**config.mk**
```make
export PLATFORM = sky130hd
export DESIGN_NAME = pbc_top
export DESIGN_NICKNAME = d
export VERILOG_FILES = /design/src/pbc_pkg.sv /design/src/pbc_top.sv /design/src/pbc_sync.sv
export SDC_FILE = /design/constraint.sdc
export NUM_CORES = 1
export LEC_CHECK = 0
export BUFFER_PORTS_ARGS = -buffer_cell sky130_fd_sc_hd__buf_2
export CELL_PAD_IN_SITES_DETAIL_PLACEMENT = 0
export CELL_PAD_IN_SITES_GLOBAL_PLACEMENT = 1
export CORE_MARGIN = 2
export CORE_UTILIZATION = 32
export CTS_BUF_LIST = sky130_fd_sc_hd__clkbuf_2
export DETAILED_ROUTE_END_ITERATION = 10
export GPL_TIMING_DRIVEN = 0
export PLACE_DENSITY = 0.76
export SLEW_MARGIN = 20
export SYNTH_ARGS = -nofsm -noshare
export SYNTH_HDL_FRONTEND = slang
export SYNTH_SLANG_ARGS = --single-unit
```
**constraint.sdc**
```tcl
create_clock -name aclk -period 1.7 [get_ports aclk]
set_clock_uncertainty 0.15 [all_clocks]
set_input_delay 0 -clock aclk [delete_from_list [all_inputs] [get_ports aclk]]
set_output_delay 0 -clock aclk [all_outputs]
set_load 0.05 [all_outputs]
```
**src/pbc_pkg.sv**
```systemverilog
// shared constants and carrier types of the port b pin-change block
package pbc_pkg;

  // register byte offsets
  localparam logic [7:0] PBC_OFS_RISE_EN = 8'h00;
  localparam logic [7:0] PBC_OFS_FALL_EN = 8'h04;
  localparam logic [7:0] PBC_OFS_FLAGS = 8'h08;
  localparam logic [7:0] PBC_OFS_CTRL = 8'h0c;
  localparam logic [7:0] PBC_OFS_STATUS = 8'h10;
  localparam logic [7:0] PBC_OFS_IRQ_STAT = 8'h14;
  localparam logic [7:0] PBC_OFS_IRQ_CLR = 8'h18;
  localparam logic [7:0] PBC_OFS_IRQ_EN = 8'h1c;

  // field layout: pins live in bits 7..4 of the edge and flag registers
  localparam int PBC_PIN_LO = 4;
  localparam int PBC_PIN_HI = 7;
  localparam int PBC_NPIN = 4;
  localparam int PBC_PORTA_W = 6;

  // control register fields
  localparam int PBC_CTRL_MIE = 0;
  localparam int PBC_CTRL_SLEEP = 1;

  // status register fields
  localparam int PBC_ST_AGG = 0;
  localparam int PBC_ST_PORTA = 1;
  localparam int PBC_ST_PORTB = 2;

  // block interrupt event bits
  localparam int PBC_EV_CHANGE = 0;
  localparam int PBC_EV_WAKE = 1;
  localparam int PBC_NEV = 2;

  // reset values
  localparam logic [3:0] PBC_RST_PINS = 4'h0;
  localparam logic [1:0] PBC_RST_CTRL = 2'h0;
  localparam logic [1:0] PBC_RST_EV = 2'h0;

  // axi response codes
  localparam logic [1:0] PBC_RESP_OKAY = 2'h0;
  localparam logic [1:0] PBC_RESP_SLVERR = 2'h2;

  // synchroniser depth in flip-flops
  localparam int PBC_SYNC_STAGES = 2;

  // write channel phases
  typedef enum logic [1:0] {
    PBC_WR_IDLE = 2'b00,
    PBC_WR_RESP = 2'b01
  } pbc_wr_e;

  // two-flop synchroniser state for the pin group
  typedef struct packed {
    logic [3:0] meta;
    logic [3:0] sync;
  } pbc_sync_s;

  // all state of the top module
  typedef struct packed {
    pbc_wr_e wr_phase;
    logic aw_got;
    logic w_got;
    logic [7:0] aw_addr;
    logic [7:0] w_byte;
    logic w_lane0;
    logic awready;
    logic wready;
    logic bvalid;
    logic [1:0] bresp;
    logic arready;
    logic rvalid;
    logic [31:0] rdata;
    logic [1:0] rresp;
    logic [3:0] pin_prev;
    logic [3:0] rise_en;
    logic [3:0] fall_en;
    logic [3:0] flags;
    logic [1:0] ctrl;
    logic agg_flag;
    logic change_irq;
    logic [1:0] ev_stat;
    logic [1:0] ev_en;
    logic irq;
  } pbc_state_s;

endpackage

```
**src/pbc_top.sv**
```systemverilog
// port b upper-nibble pin-change detector with axi4-lite registers
//
// What this block does
// - Each of pins 7 to 4 has a falling-edge enable bit that turns falling-edge detection on.
// - An enabled edge sets that pin's change flag and raises the aggregate change flag.
// - Bits 3 to 0 of the edge enable and flag registers ignore writes and read as zero.
// - A flag sets on a rising edge with its rising enable or a falling edge with its falling enable.
// - A flag stays set until software writes zero to it; zero means no enabled change since.
// - All implemented enable and flag bits reset to zero on every reset.
// - Detection and flagging go on with the master enable clear; only the request and the wake are held off.
// - The aggregate flag is the OR of all port a and port b pin flags.
// - An enabled edge arriving during a clearing write leaves its flag set, whatever was written.
// - With the master enable set an enabled edge wakes the block, flags already updated.
module pbc_top
  import pbc_pkg::*;
(
  input wire logic aclk,
  input wire logic aresetn,
  // axi4-lite write address
  input wire logic awvalid,
  output logic awready,
  input wire logic [7:0] awaddr,
  input wire logic [2:0] awprot,
  // axi4-lite write data
  input wire logic wvalid,
  output logic wready,
  input wire logic [31:0] wdata,
  input wire logic [3:0] wstrb,
  // axi4-lite write response
  output logic bvalid,
  input wire logic bready,
  output logic [1:0] bresp,
  // axi4-lite read address
  input wire logic arvalid,
  output logic arready,
  input wire logic [7:0] araddr,
  input wire logic [2:0] arprot,
  // axi4-lite read data
  output logic rvalid,
  input wire logic rready,
  output logic [31:0] rdata,
  output logic [1:0] rresp,
  // port b pins 7..4, asynchronous
  input wire logic [3:0] portb_pin_n,
  // port a flags from the sibling slice, same clock
  input wire logic [5:0] porta_change_flags,
  // aggregate flag and processor request
  output logic change_irq_aggregate_flag,
  output logic change_irq,
  // sleeping indicator, dropped on wake
  output logic sleep_state,
  // block interrupt line
  output logic irq
);

  pbc_state_s s_reg;
  pbc_state_s s_next;
  logic [3:0] pin_sync;

  // protection bits carry no meaning here
  logic unused_prot;
  assign unused_prot = ^{awprot, arprot};

  // register map decode, shared by read and write paths
  function automatic logic addr_mapped(input logic [7:0] a);
    case (a)
      PBC_OFS_RISE_EN, PBC_OFS_FALL_EN, PBC_OFS_FLAGS, PBC_OFS_CTRL,
      PBC_OFS_STATUS, PBC_OFS_IRQ_STAT, PBC_OFS_IRQ_CLR, PBC_OFS_IRQ_EN: addr_mapped = 1'b1;
      default: addr_mapped = 1'b0;
    endcase
  endfunction

  // place a pin nibble at bits 7..4 of a zero word
  function automatic logic [31:0] pin_word(input logic [3:0] v);
    pin_word = {24'h000000, v, 4'h0};
  endfunction

  // pins cross into aclk before the edge logic looks at them
  pbc_sync u_sync (
    .aclk(aclk),
    .aresetn(aresetn),
    .async_in(portb_pin_n),
    .sync_out(pin_sync)
  );

  // next-state logic for the whole block
  always_comb begin
    logic [3:0] rise_hit;
    logic [3:0] fall_hit;
    logic [3:0] hit;
    logic [3:0] flags_w;
    logic [1:0] ev_set;
    logic [1:0] ev_clr;
    logic do_write;
    logic wr_ok;
    logic [7:0] wb;
    logic agg;
    logic wake;
    rise_hit = 4'h0;
    fall_hit = 4'h0;
    hit = 4'h0;
    flags_w = 4'h0;
    ev_set = 2'h0;
    ev_clr = 2'h0;
    do_write = 1'b0;
    wr_ok = 1'b0;
    wb = 8'h00;
    agg = 1'b0;
    wake = 1'b0;
    s_next = s_reg;

    // edge detection every cycle against the previous sample
    s_next.pin_prev = pin_sync;
    rise_hit = pin_sync & ~s_reg.pin_prev & s_reg.rise_en;
    fall_hit = ~pin_sync & s_reg.pin_prev & s_reg.fall_en;
    // no gating by the master enable: flags move regardless
    hit = rise_hit | fall_hit;

    // write address channel: accept once, hold until response done
    if (awvalid && s_reg.awready) begin
      s_next.aw_got = 1'b1;
      s_next.aw_addr = awaddr;
      s_next.awready = 1'b0;
    end
    // write data channel, independent of address order
    if (wvalid && s_reg.wready) begin
      s_next.w_got = 1'b1;
      s_next.w_byte = wdata[7:0];
      s_next.w_lane0 = wstrb[0];
      s_next.wready = 1'b0;
    end

    case (s_reg.wr_phase)
      PBC_WR_IDLE: begin
        if (s_reg.aw_got && s_reg.w_got) begin
          do_write = 1'b1;
          wr_ok = addr_mapped(s_reg.aw_addr);
          s_next.bvalid = 1'b1;
          s_next.bresp = wr_ok ? PBC_RESP_OKAY : PBC_RESP_SLVERR;
          s_next.wr_phase = PBC_WR_RESP;
        end
      end
      PBC_WR_RESP: begin
        // reopen both channels only after the response is taken
        if (bready) begin
          s_next.bvalid = 1'b0;
          s_next.aw_got = 1'b0;
          s_next.w_got = 1'b0;
          s_next.awready = 1'b1;
          s_next.wready = 1'b1;
          s_next.wr_phase = PBC_WR_IDLE;
        end
      end
      default: begin
        s_next.wr_phase = PBC_WR_IDLE;
      end
    endcase

    // register writes; registers are eight bits so only lane 0 matters
    wb = s_reg.w_byte;
    flags_w = s_reg.flags;
    if (do_write && wr_ok && s_reg.w_lane0) begin
      case (s_reg.aw_addr)
        PBC_OFS_RISE_EN: s_next.rise_en = wb[PBC_PIN_HI:PBC_PIN_LO];
        PBC_OFS_FALL_EN: s_next.fall_en = wb[PBC_PIN_HI:PBC_PIN_LO];
        // writing zero clears, writing one leaves the flag as is
        PBC_OFS_FLAGS: flags_w = s_reg.flags & wb[PBC_PIN_HI:PBC_PIN_LO];
        PBC_OFS_CTRL: s_next.ctrl = wb[1:0];
        PBC_OFS_IRQ_CLR: ev_clr = wb[1:0];
        PBC_OFS_IRQ_EN: s_next.ev_en = wb[1:0];
        default: begin
          flags_w = s_reg.flags;
        end
      endcase
    end

    // hardware set wins over a concurrent clear
    s_next.flags = flags_w | hit;

    // aggregate over both ports, built from the next flag value
    agg = (|s_next.flags) | (|porta_change_flags);
    s_next.agg_flag = agg;
    // request to the processor only when the master enable is set
    s_next.change_irq = agg & s_reg.ctrl[PBC_CTRL_MIE];

    // wake: flags are updated in the same edge that drops sleep
    wake = (|hit) & s_reg.ctrl[PBC_CTRL_MIE] & s_reg.ctrl[PBC_CTRL_SLEEP];
    if (wake) begin
      s_next.ctrl[PBC_CTRL_SLEEP] = 1'b0;
    end

    // sticky block events, set beats clear
    ev_set[PBC_EV_CHANGE] = |hit;
    ev_set[PBC_EV_WAKE] = wake;
    s_next.ev_stat = (s_reg.ev_stat & ~ev_clr) | ev_set;
    s_next.irq = |(s_next.ev_stat & s_next.ev_en);

    // read channel: one outstanding read, data registered
    if (arvalid && s_reg.arready) begin
      s_next.arready = 1'b0;
      s_next.rvalid = 1'b1;
      s_next.rresp = addr_mapped(araddr) ? PBC_RESP_OKAY : PBC_RESP_SLVERR;
      case (araddr)
        PBC_OFS_RISE_EN: s_next.rdata = pin_word(s_reg.rise_en);
        PBC_OFS_FALL_EN: s_next.rdata = pin_word(s_reg.fall_en);
        PBC_OFS_FLAGS: s_next.rdata = pin_word(s_reg.flags);
        PBC_OFS_CTRL: s_next.rdata = {30'h00000000, s_reg.ctrl};
        PBC_OFS_STATUS: s_next.rdata = {29'h00000000, |s_reg.flags,
                                        |porta_change_flags, s_reg.agg_flag};
        PBC_OFS_IRQ_STAT: s_next.rdata = {30'h00000000, s_reg.ev_stat};
        PBC_OFS_IRQ_EN: s_next.rdata = {30'h00000000, s_reg.ev_en};
        // clear register is write-only and reads zero
        default: s_next.rdata = 32'h00000000;
      endcase
    end else if (s_reg.rvalid && rready) begin
      s_next.rvalid = 1'b0;
      s_next.arready = 1'b1;
    end
  end

  // single state register; reset zeroes all enables and flags
  always_ff @(posedge aclk) begin
    if (!aresetn) begin
      s_reg <= '0;
      s_reg.awready <= 1'b1;
      s_reg.wready <= 1'b1;
      s_reg.arready <= 1'b1;
      s_reg.rise_en <= PBC_RST_PINS;
      s_reg.fall_en <= PBC_RST_PINS;
      s_reg.flags <= PBC_RST_PINS;
      s_reg.ctrl <= PBC_RST_CTRL;
      s_reg.ev_stat <= PBC_RST_EV;
      s_reg.ev_en <= PBC_RST_EV;
      s_reg.wr_phase <= PBC_WR_IDLE;
    end else begin
      s_reg <= s_next;
    end
  end

  // outputs straight from the state register
  assign awready = s_reg.awready;
  assign wready = s_reg.wready;
  assign bvalid = s_reg.bvalid;
  assign bresp = s_reg.bresp;
  assign arready = s_reg.arready;
  assign rvalid = s_reg.rvalid;
  assign rdata = s_reg.rdata;
  assign rresp = s_reg.rresp;
  assign change_irq_aggregate_flag = s_reg.agg_flag;
  assign change_irq = s_reg.change_irq;
  assign sleep_state = s_reg.ctrl[PBC_CTRL_SLEEP];
  assign irq = s_reg.irq;

endmodule

```
**src/pbc_sync.sv**
```systemverilog
// two flip-flop synchroniser for the port b pin inputs
module pbc_sync
  import pbc_pkg::*;
(
  input wire logic aclk,
  input wire logic aresetn,
  input wire logic [3:0] async_in,
  output logic [3:0] sync_out
);

  pbc_sync_s st_reg;
  pbc_sync_s st_next;

  // first stage feeds only the second stage, never any logic
  always_comb begin
    st_next = st_reg;
    st_next.meta = async_in;
    st_next.sync = st_reg.meta;
  end

  always_ff @(posedge aclk) begin
    if (!aresetn) begin
      st_reg <= '0;
    end else begin
      st_reg <= st_next;
    end
  end

  assign sync_out = st_reg.sync;

endmodule

```
==> flow_summary_export.csv, run 1 <==
group,metric,value,unit
yosys,post-synth-top-count-cell,"dfxtp_1",
clock_network,cts_tree,"done",
clock_network,cts-root-buf,"clkbuf_2",
yosys,synth-async-reset-ratio,0,
floorplanning,die_w,98.36,um
power_and_ir_drop,powerDensity,773.2,mW/mm^2
critical_path,cp-startpoint,"s_reg[82]",
critical_path,crit_path_max_incr_delay,0.45,ns
critical_path,cpMaxStageDelayCell,"or4_4",
sta,finalHoldViolCount,0,
critical_path,critPathLaunchType,"flop",
sta,fmaxAchievable,0.5231,GHz
critical_path,required,1.92,ns
floorplanning,ios,120,
sta,fin_setup_tns,-1.867,ns
route,drt_iter0_markers,126,
hold_path,hold_path_class,"in2reg",
cells_and_area,syn_to_final_growth,39.35,%
global_routing,grt_pass1_wl,10930,um
clock_network,clock-sinks,66,
floorplanning,core-area,0.008678,mm^2
cells_and_area,drive_above_1_share,0.2959,
clock_network,cts_made_buffers,9,
critical_path,worst-setup-path-type,"reg2reg",
cells_and_area,final_nets,533,
route,totalWireLength,6961,um
clock_network,htree_levels,3,
run,drv_cap,0,
yosys,synth-edff-count,0,
critical_path,endpoint_kind,"flop",
power_and_ir_drop,cellLeakagePower,0.001747,uW
place,gp_congestion,0.8363,
power_and_ir_drop,peakVddDrop,383.5,uV
route,vias_per_cell,4.513,
critical_path,arrival,2.13,ns
yosys,yosysSeqAreaShare,0.4638,
route,wl_per_cell,12.19,um
yosys,syn_area_per_cell,8.766,um^2
route,dr_total_vias,2577,
floorplanning,rows,34,
sta,worst_pin_slew,0.5699,ns
sta,setup_violations,18,
yosys,yosys-top-cells-area,"dfxtp_1 (46%), buf_4 (9.5%), nand2_1 (6.6%)",
global_routing,grt_overflow,0,
cells_and_area,largest_register_ffs,39,
sta,period_needed,1.912,ns
route,final_antenna_net_count,0,
global_routing,grt_pass1_vias,2347,
yosys,synth_top_area_frac,0.4638,
sta,worst_hold_slack,0.05507,ns
yosys,syn_inst,325,
sta,relSlewSlack,0.6166,
yosys,synth_common_cells,"dfxtp_1 (66), nand2_1 (50), buf_4 (36), a21oi_1 (23), nand3_1 (21)",
sta,setup_ws,-0.2117,ns
floorplanning,initial_core_util,0.3283,
global_routing,groute.usage.overall,0.1439,
sta,grt_setup_unrepaired,"yes",
clock_network,clkLatencyLatePin,0.52,ns
global_routing,grt_max_degree,12,
yosys,synth.distinct_cells,37,
hold_path,holdCritStartpoint,"portb_pin_n[3]",
place,dp_hpwl,4751,um
sta,final.period_utilization,1.125,
yosys,synth-main-ff-cell,"dfxtp_1",
clock_network,clockBufferDepth,2,
yosys,yosysWarnings,0,
critical_path,critical_path.cell_chain,"nor4b_4 > nand3_4 > or4_4 > a21oi_4 > a41oi_2",
route,drt_first_pass_iters,4,
yosys,synth-seq-cells,66,
status,status,"finished with violations",
clock_network,path_clk_slew,0.21,ns
floorplanning,die_y,98.36,um
yosys,synth_area,0.002849,mm^2
global_routing,grt_antenna_before_repair,0,
critical_path,crit_fanout,5,
floorplanning,dieArea,0.009674,mm^2
sta,drv_slew,0,
cells_and_area,antenna_cells,0,
place,port-buffer-count,55,
yosys,yosysTopAreaCell,"dfxtp_1",
route,drc,0,
status,failed_checks,"setup timing",
critical_path,r2r-start,"s_reg[82]",
## where the power goes
part | total, uW | leakage, uW | switching, uW | internal (uW)
Clock | 898 | 0.0000731 | 562 | 336
Combinational | 527 | 0.00113 | 327 | 199
Sequential | 1640 | 0.000540 | 42.0 | 1600
Total | 3070 | 0.00175 | 931 | 2140
## routing by layer
layer	global-route usage	wire length, um
met1	0.1776	3141
met2	0.2407	3289
met3	0.04939	469
met4	0.03793	60
met5	0	0
## layout make-up
cell class,count,area [um^2]
plain buffers,49,320.3
flip-flops and latches,66,1324
clock inverters,6,57.56
well taps,108,135.1
clock buffers,10,50.05
multi-input cells,232,1395
fillers,889,4708
inverters,4,15.01
repair buffers,96,673.1
## worst max-delay path, delay by kind of cell, from the launching register on
family          cells  cell delay [ns]
simple gates        3             0.94
flops               1             0.37
compound gates      2             0.32
## worst paths after layout
kind	endpoint	slack, ns	cells after the start
setup reg to reg	change_irq	-0.21	5
setup / recovery	change_irq	-0.21	5
hold / removal	u_sync.st_next[3]	0.06	3
hold reg to reg	u_sync.sync_out[0]	0.30	1
## cell families (layout without fill, tap and decap cells)
logic type,Yosys count,count (layout),synth area share
buffers and inverters,53,165,0.1173
flip-flops,66,66,0.4638
multiplexers,14,14,0.05007
AO/OA/AOI/OAI,63,63,0.1344
AND/OR/NAND/NOR,128,128,0.2332
other,1,27,0.001316
## stage by stage
| step | power [uW] | std cells | cell area, um^2 | util | worst slack (ns) |
|---|---|---|---|---|---|
| 3_3_place_gp | 2125 | 514 | 3358 | 0.3870 | -0.2471 |
| 6_report | 3070 | 571 | 3970 | 0.4575 | -0.2117 |
| 5_1_grt | 3211 | 571 | 3970 | 0.4575 | -0.2889 |
| 3_5_place_dp | 2132 | 514 | 3358 | 0.3870 | -0.2798 |
| 2_1_floorplan | 2025 | 351 | 2948 | - | -0.07276 |
| 4_1_cts | 3080 | 571 | 3930 | 0.4529 | -0.2059 |
## cells in the final DEF, fill, tap and decap left out, types with 2 or more instances in the layout
| master | Yosys | layout |
|---|---|---|
| nor4_1 | 2 | 2 |
| mux2i_2 | 0 | 2 |
| nor2_1 | 14 | 12 |
| a21oi_1 | 23 | 23 |
| or4_1 | 5 | 2 |
| o21a_1 | 2 | 2 |
| clkinv_2 | 0 | 3 |
| clkbuf_2 | 0 | 11 |
| nand2_1 | 50 | 49 |
| mux2i_1 | 12 | 10 |
| mux2_2 | 2 | 2 |
| and2_1 | 14 | 14 |
| dfxtp_1 | 66 | 64 |
| or4_4 | 0 | 3 |
| dfxtp_2 | 0 | 2 |
| conb_1 | 1 | 27 |
| nand3_1 | 21 | 21 |
| dlygate4sd3_1 | 0 | 36 |
| clkbuf_1 | 11 | 10 |
| nor2b_1 | 6 | 6 |
| inv_1 | 3 | 3 |
| buf_4 | 36 | 41 |
| o21ai_0 | 20 | 19 |
| buf_2 | 0 | 55 |
| nand3b_1 | 4 | 4 |
| a22o_1 | 6 | 6 |
| buf_1 | 2 | 2 |
| a22oi_1 | 2 | 2 |
| nor3b_2 | 0 | 2 |
| nand2b_1 | 2 | 2 |
| a21oi_4 | 0 | 3 |
## timing repair
| action | 4_1_cts | 5_1_grt |
|---|---|---|
| setup buffers | 5 | 0 |
| hold buffers | 36 | 0 |
| endpoints found under the setup margin | 16 | 24 |
| pin swaps | 3 | 2 |
| endpoints found under the hold margin | 46 | 0 |
| resized for setup | 16 | 8 |
Note: power is estimated with default switching activity, not from simulation.
==> run 2, diff against run 1 <==
--- a/config.mk
+++ b/config.mk
@@ -11,8 +11,10 @@
 export CORE_MARGIN = 2
 export CORE_UTILIZATION = 32
 export CTS_BUF_LIST = sky130_fd_sc_hd__clkbuf_2
+export CTS_CLUSTER_DIAMETER = 120
 export DETAILED_ROUTE_END_ITERATION = 10
 export GPL_TIMING_DRIVEN = 0
+export HOLD_SLACK_MARGIN = 0.06
 export PLACE_DENSITY = 0.76
 export SLEW_MARGIN = 20
 export SYNTH_ARGS = -nofsm -noshare
==> flow_summary_export.csv, run 2 (synthesis gave the netlist of run 1 again) <==
group,metric,value,unit
floorplanning,ios,120,
sta,relSlewSlack,0.6067,
power_and_ir_drop,p_int,2144,uW
critical_path,required,1.92,ns
clock_network,cts-root-buf,"clkbuf_2",
sta,setup_ws,-0.2106,ns
route,dr_total_vias,2585,
sta,period_needed,1.911,ns
power_and_ir_drop,p_comb_frac,0.174,
cells_and_area,largest_register_ffs,39,
route,final_antenna_net_count,0,
place,port-buffer-count,55,
clock_network,cts_tree,"done",
global_routing,grt_pass1_wl,10950,um
sta,fmaxAchievable,0.5234,GHz
place,dp_hpwl,4751,um
place,placed_cells,514,
route,wl_per_cell,12.11,um
clock_network,clock-sinks,66,
global_routing,grt_overflow,0,
cells_and_area,syn_to_final_growth,40.76,%
route,drt_iter0_markers,88,
clock_network,htree_levels,3,
global_routing,groute.usage.overall,0.1441,
route,drc,0,
hold_path,whs_path_depth,4,
route,vias_per_cell,4.496,
critical_path,arrival,2.13,ns
floorplanning,initial_core_util,0.3283,
sta,final.period_utilization,1.124,
power_and_ir_drop,peakVddDrop,383.4,uV
cells_and_area,final_common_cell,"dfxtp_1",
cells_and_area,drive_above_1_share,0.2934,
sta,worst_pin_slew,0.5900,ns
floorplanning,dieArea,0.009674,mm^2
power_and_ir_drop,switching_share,0.3017,
floorplanning,rows,34,
cells_and_area,n_fill_cell,885,
sta,finalHoldViolCount,0,
critical_path,r2r_cells,5,
cells_and_area,final_cell_mix,"dfxtp_1 (64), buf_2 (55), nand2_1 (49)",
sta,grt_setup_unrepaired,"yes",
route,totalWireLength,6965,um
global_routing,grt_pass1_vias,2356,
power_and_ir_drop,cellLeakagePower,0.001764,uW
sta,setup_violations,18,
critical_path,endpoint_kind,"flop",
run,drv_cap,0,
global_routing,grt_max_degree,12,
clock_network,cts_made_buffers,9,
critical_path,critPathLaunchType,"flop",
route,drt_first_pass_iters,4,
power_and_ir_drop,powerDensity,765.8,mW/mm^2
floorplanning,core-area,0.008678,mm^2
cells_and_area,finalCoreUtilization,0.4621,
clock_network,clockBufferDepth,2,
cells_and_area,final_nets,537,
cells_and_area,multi_input_area,0.001395,mm^2
power_and_ir_drop,seqPwrFrac,0.535,
power_and_ir_drop,p_clk_frac,0.291,
floorplanning,die_w,98.36,um
sta,drv_slew,0,
clock_network,clkLatencyLatePin,0.50,ns
hold_path,hold_path_class,"in2reg",
critical_path,crit_fanout,5,
global_routing,grt_antenna_before_repair,0,
critical_path,worst-setup-path-type,"reg2reg",
power_and_ir_drop,p_sw,926.6,uW
cells_and_area,instances_no_fill,575,
floorplanning,die_y,98.36,um
clock_network,path_clk_slew,0.17,ns
place,gp_congestion,0.8363,
cells_and_area,antenna_cells,0,
status,status,"finished with violations",
status,failed_checks,"setup timing",
sta,worst_hold_slack,0.1334,ns
cells_and_area,seq_area,0.001324,mm^2
[run 2: critical path, cell delays in order (launching register included)]
cell and delay, ns:
dfxtp_2 0.37, nor4b_4 0.35, nand3_4 0.14, or4_4 0.45, a21oi_4 0.17, a41oi_2 0.15
[run 2: path summary, 6_finish.rpt]
kind,start,to,slack [ns]
max,s_reg[82],change_irq,-0.21
min,awaddr[5],s_reg[80],0.13
max reg2reg,s_reg[82],change_irq,-0.21
min reg2reg,u_sync.st_next[0],u_sync.sync_out[0],0.30
[run 2: layout make-up]
type | count | share of cell area
multi-input cells | 232 | 0.3479
flip-flops and latches | 66 | 0.3301
repair buffers | 100 | 0.1778
plain buffers | 49 | 0.07988
well taps | 108 | 0.03370
clock inverters | 6 | 0.01435
clock buffers | 10 | 0.01248
inverters | 4 | 0.003744
[run 2: timing repair]
| action | CTS | global route |
|---|---|---|
| endpoints found under the setup margin | 16 | 24 |
| resized for setup | 16 | 8 |
| cloned | 0 | 0 |
| buffers inserted | 5 | 0 |
| hold buffers | 38 | 2 |
| endpoints found under the hold margin | 49 | 2 |
| pin swaps | 3 | 2 |
[run 2: through the flow]
stage	TNS (ns)	total power, uW	cell area, um^2	setup slack, ns
floorplan	-0.1455	2025	2948	-0.07276
global placement	-1.893	2125	3358	-0.2471
detailed placement	-2.111	2132	3358	-0.2798
CTS	-1.442	3084	3950	-0.2059
global route	-3.955	3219	4010	-0.2889
finish	-1.891	3071	4010	-0.2106
[run 2: per-layer routing]
layer / share of wire / vias to the layer above / global-route usage
li1: - / 1333 / -
met1: 0.45 / 1165 / 0.1780
met2: 0.47 / 80 / 0.2407
met3: 0.065 / 7 / 0.04939
met4: 0.0088 / 0 / 0.03793
met5: 0 / - / 0
[run 2: power by group through the flow]
stage	clock [uW]	combinational, uW	sequential [uW]
after floorplan	0	327	1700
final	892	534	1640
after global placement	0	453	1670
after global routing	991	575	1650
after detailed placement	0	457	1670
after CTS	912	527	1640
==> run 3, diff against run 2 <==
--- a/config.mk
+++ b/config.mk
@@ -5,6 +5,7 @@
 export SDC_FILE = /design/constraint.sdc
 export NUM_CORES = 1
 export LEC_CHECK = 0
+export ABC_CLOCK_PERIOD_IN_PS = 1550
 export BUFFER_PORTS_ARGS = -buffer_cell sky130_fd_sc_hd__buf_2
 export CELL_PAD_IN_SITES_DETAIL_PLACEMENT = 0
 export CELL_PAD_IN_SITES_GLOBAL_PLACEMENT = 1
==> constraint.sdc (replaced) <==
create_clock -name aclk -period 1.55 [get_ports aclk]
set_clock_uncertainty 0.15 [all_clocks]
set_input_delay 0 -clock aclk [delete_from_list [all_inputs] [get_ports aclk]]
set_output_delay 0 -clock aclk [all_outputs]
set_load 0.05 [all_outputs]
==> flow_summary_export.csv, run 3 (synthesis gave the netlist of run 1 again) <==
group,metric,value,unit
power_and_ir_drop,cellLeakagePower,0.001706,uW
sta,relSlewSlack,0.6195,
clock_network,clkLatencyLatePin,0.47,ns
power_and_ir_drop,p_comb_frac,0.185,
global_routing,grt_max_degree,11,
critical_path,critPathLaunchType,"flop",
floorplanning,initial_core_util,0.3283,
cells_and_area,antenna_cells,0,
hold_path,hold_path_class,"in2reg",
cells_and_area,syn_to_final_growth,38.25,%
route,vias_per_cell,4.587,
status,status,"finished with violations",
route,dr_total_vias,2587,
sta,grt_setup_unrepaired,"yes",
clock_network,clock-sinks,66,
status,failed_checks,"setup timing",
route,wl_per_cell,12.16,um
critical_path,worst-setup-path-type,"reg2reg",
clock_network,clockBufferDepth,2,
sta,setup_violations,25,
sta,final.period_utilization,1.269,
global_routing,grt_pass1_wl,10960,um
floorplanning,dieArea,0.009674,mm^2
floorplanning,die_y,98.36,um
sta,period_needed,1.967,ns
power_and_ir_drop,p_int,2161,uW
power_and_ir_drop,p_clk_frac,0.234,
sta,fin_setup_tns,-4.412,ns
route,drc,0,
sta,worst_hold_slack,0.1034,ns
floorplanning,ios,120,
sta,drv_slew,0,
floorplanning,core-area,0.008678,mm^2
critical_path,endpoint_kind,"flop",
global_routing,grt_pass1_vias,2383,
critical_path,crit_fanout,6,
cells_and_area,final_area,0.003939,mm^2
route,totalWireLength,6856,um
place,port-buffer-count,55,
critical_path,critical_path.cell_chain,"nand2b_1 > or4_4 > a21oi_4 > a41oi_2",
critical_path,arrival,2.16,ns
hold_path,whs_path_depth,3,
power_and_ir_drop,powerDensity,788.2,mW/mm^2
global_routing,grt_overflow,0,
run,drv_cap,0,
clock_network,cts_made_buffers,9,
critical_path,r2r_cells,4,
cells_and_area,final_nets,529,
clock_network,cts_tree,"done",
sta,worst_pin_slew,0.5708,ns
critical_path,required,1.74,ns
cells_and_area,final_cell_mix,"dfxtp_1 (63), buf_2 (55), nand2_1 (49)",
power_and_ir_drop,peakVddDrop,564.1,uV
critical_path,reg2reg_slack,-0.42,ns
cells_and_area,final_common_cell,"dfxtp_1",
sta,fmaxAchievable,0.5084,GHz
route,drt_iter0_markers,107,
critical_path,cpMaxStageDelayCell,"or4_4",
route,drt_first_pass_iters,4,
power_and_ir_drop,seqPwrFrac,0.582,
cells_and_area,drive_above_1_share,0.3092,
clock_network,htree_levels,3,
critical_path,crit_path_max_incr_delay,0.56,ns
global_routing,groute.usage.overall,0.1422,
place,dp_hpwl,4739,um
route,final_antenna_net_count,0,
clock_network,cts-root-buf,"clkbuf_2",
cells_and_area,largest_register_ffs,39,
global_routing,grt_antenna_before_repair,0,
power_and_ir_drop,p_sw,943.6,uW
power_and_ir_drop,switching_share,0.3039,
power_and_ir_drop,power.total,3105,uW
place,postPlaceCellArea,0.003359,mm^2
place,gp_congestion,0.8386,
clock_network,path_clk_slew,0.15,ns
sta,finalHoldViolCount,0,
sta,setup_ws,-0.4170,ns
floorplanning,die_w,98.36,um
floorplanning,rows,34,
## run 3: cell types whose count changed in the layout (fill, tap and decap cells not counted), moves of 4 or more
cell	change
dlygate4sd3_1	-7
nand3_1	-5
nand3_2	+5
buf_4	-4
o21ai_0	-4
## run 3: metrics by stage
stage                     cells  setup slack [ns]    util
after floorplan             351           -0.2224       -
after global placement      514           -0.3972  0.3871
after detailed placement    514           -0.4576  0.3871
after CTS                   564           -0.3766  0.4431
after global routing        564           -0.5043  0.4539
final                       564           -0.4170  0.4539
## run 3: final timing paths
kind / from / to
max reg2reg: s_reg[78] / change_irq
min reg2reg: u_sync.st_next[2] / u_sync.sync_out[2]
min: portb_pin_n[0] / u_sync.st_next[0]
max: s_reg[78] / change_irq
## run 3: cell type report
| class | instances | area, um^2 |
|---|---|---|
| fillers | 864 | 4740 |
| multi-input cells | 232 | 1433 |
| flip-flops and latches | 66 | 1325 |
| repair buffers | 92 | 646.9 |
| plain buffers | 49 | 321.6 |
| well taps | 108 | 135.1 |
| clock buffers | 11 | 55.05 |
| inverters | 4 | 15.01 |
| clock inverters | 2 | 7.507 |
## run 3: what timing repair did
item | in CTS | in global routing
buffers inserted | 4 | 0
setup endpoints to repair | 21 | 26
endpoints found under the hold margin | 50 | 8
pin swaps | 4 | 10
gates resized for setup | 16 | 26
hold buffers | 33 | 1
## run 3: power by group through the flow
| stage | clock network (uW) | registers (uW) | logic [uW] |
|---|---|---|---|
| after global placement | 0 | 1840 | 496 |
| final | 725 | 1810 | 574 |
| after global routing | 844 | 1810 | 617 |
| after floorplan | 0 | 1860 | 358 |
| after detailed placement | 0 | 1840 | 501 |
| after CTS | 760 | 1800 | 566 |
## run 3: worst max-delay path: cells and delay by family, from the launching register on
kind	cells	cell delay (ns)
and+or+nand+nor	2	0.82
DFF	1	0.53
AOI/OAI and AO/OA	2	0.34
## run 3: per-layer routing
metal,global-route usage,up-vias,wire length (um)
li1,-,1321,-
met2,0.2318,88,3200
met1,0.1777,1168,3083
met3,0.05225,10,484
met5,0,-,0
met4,0.03899,0,88
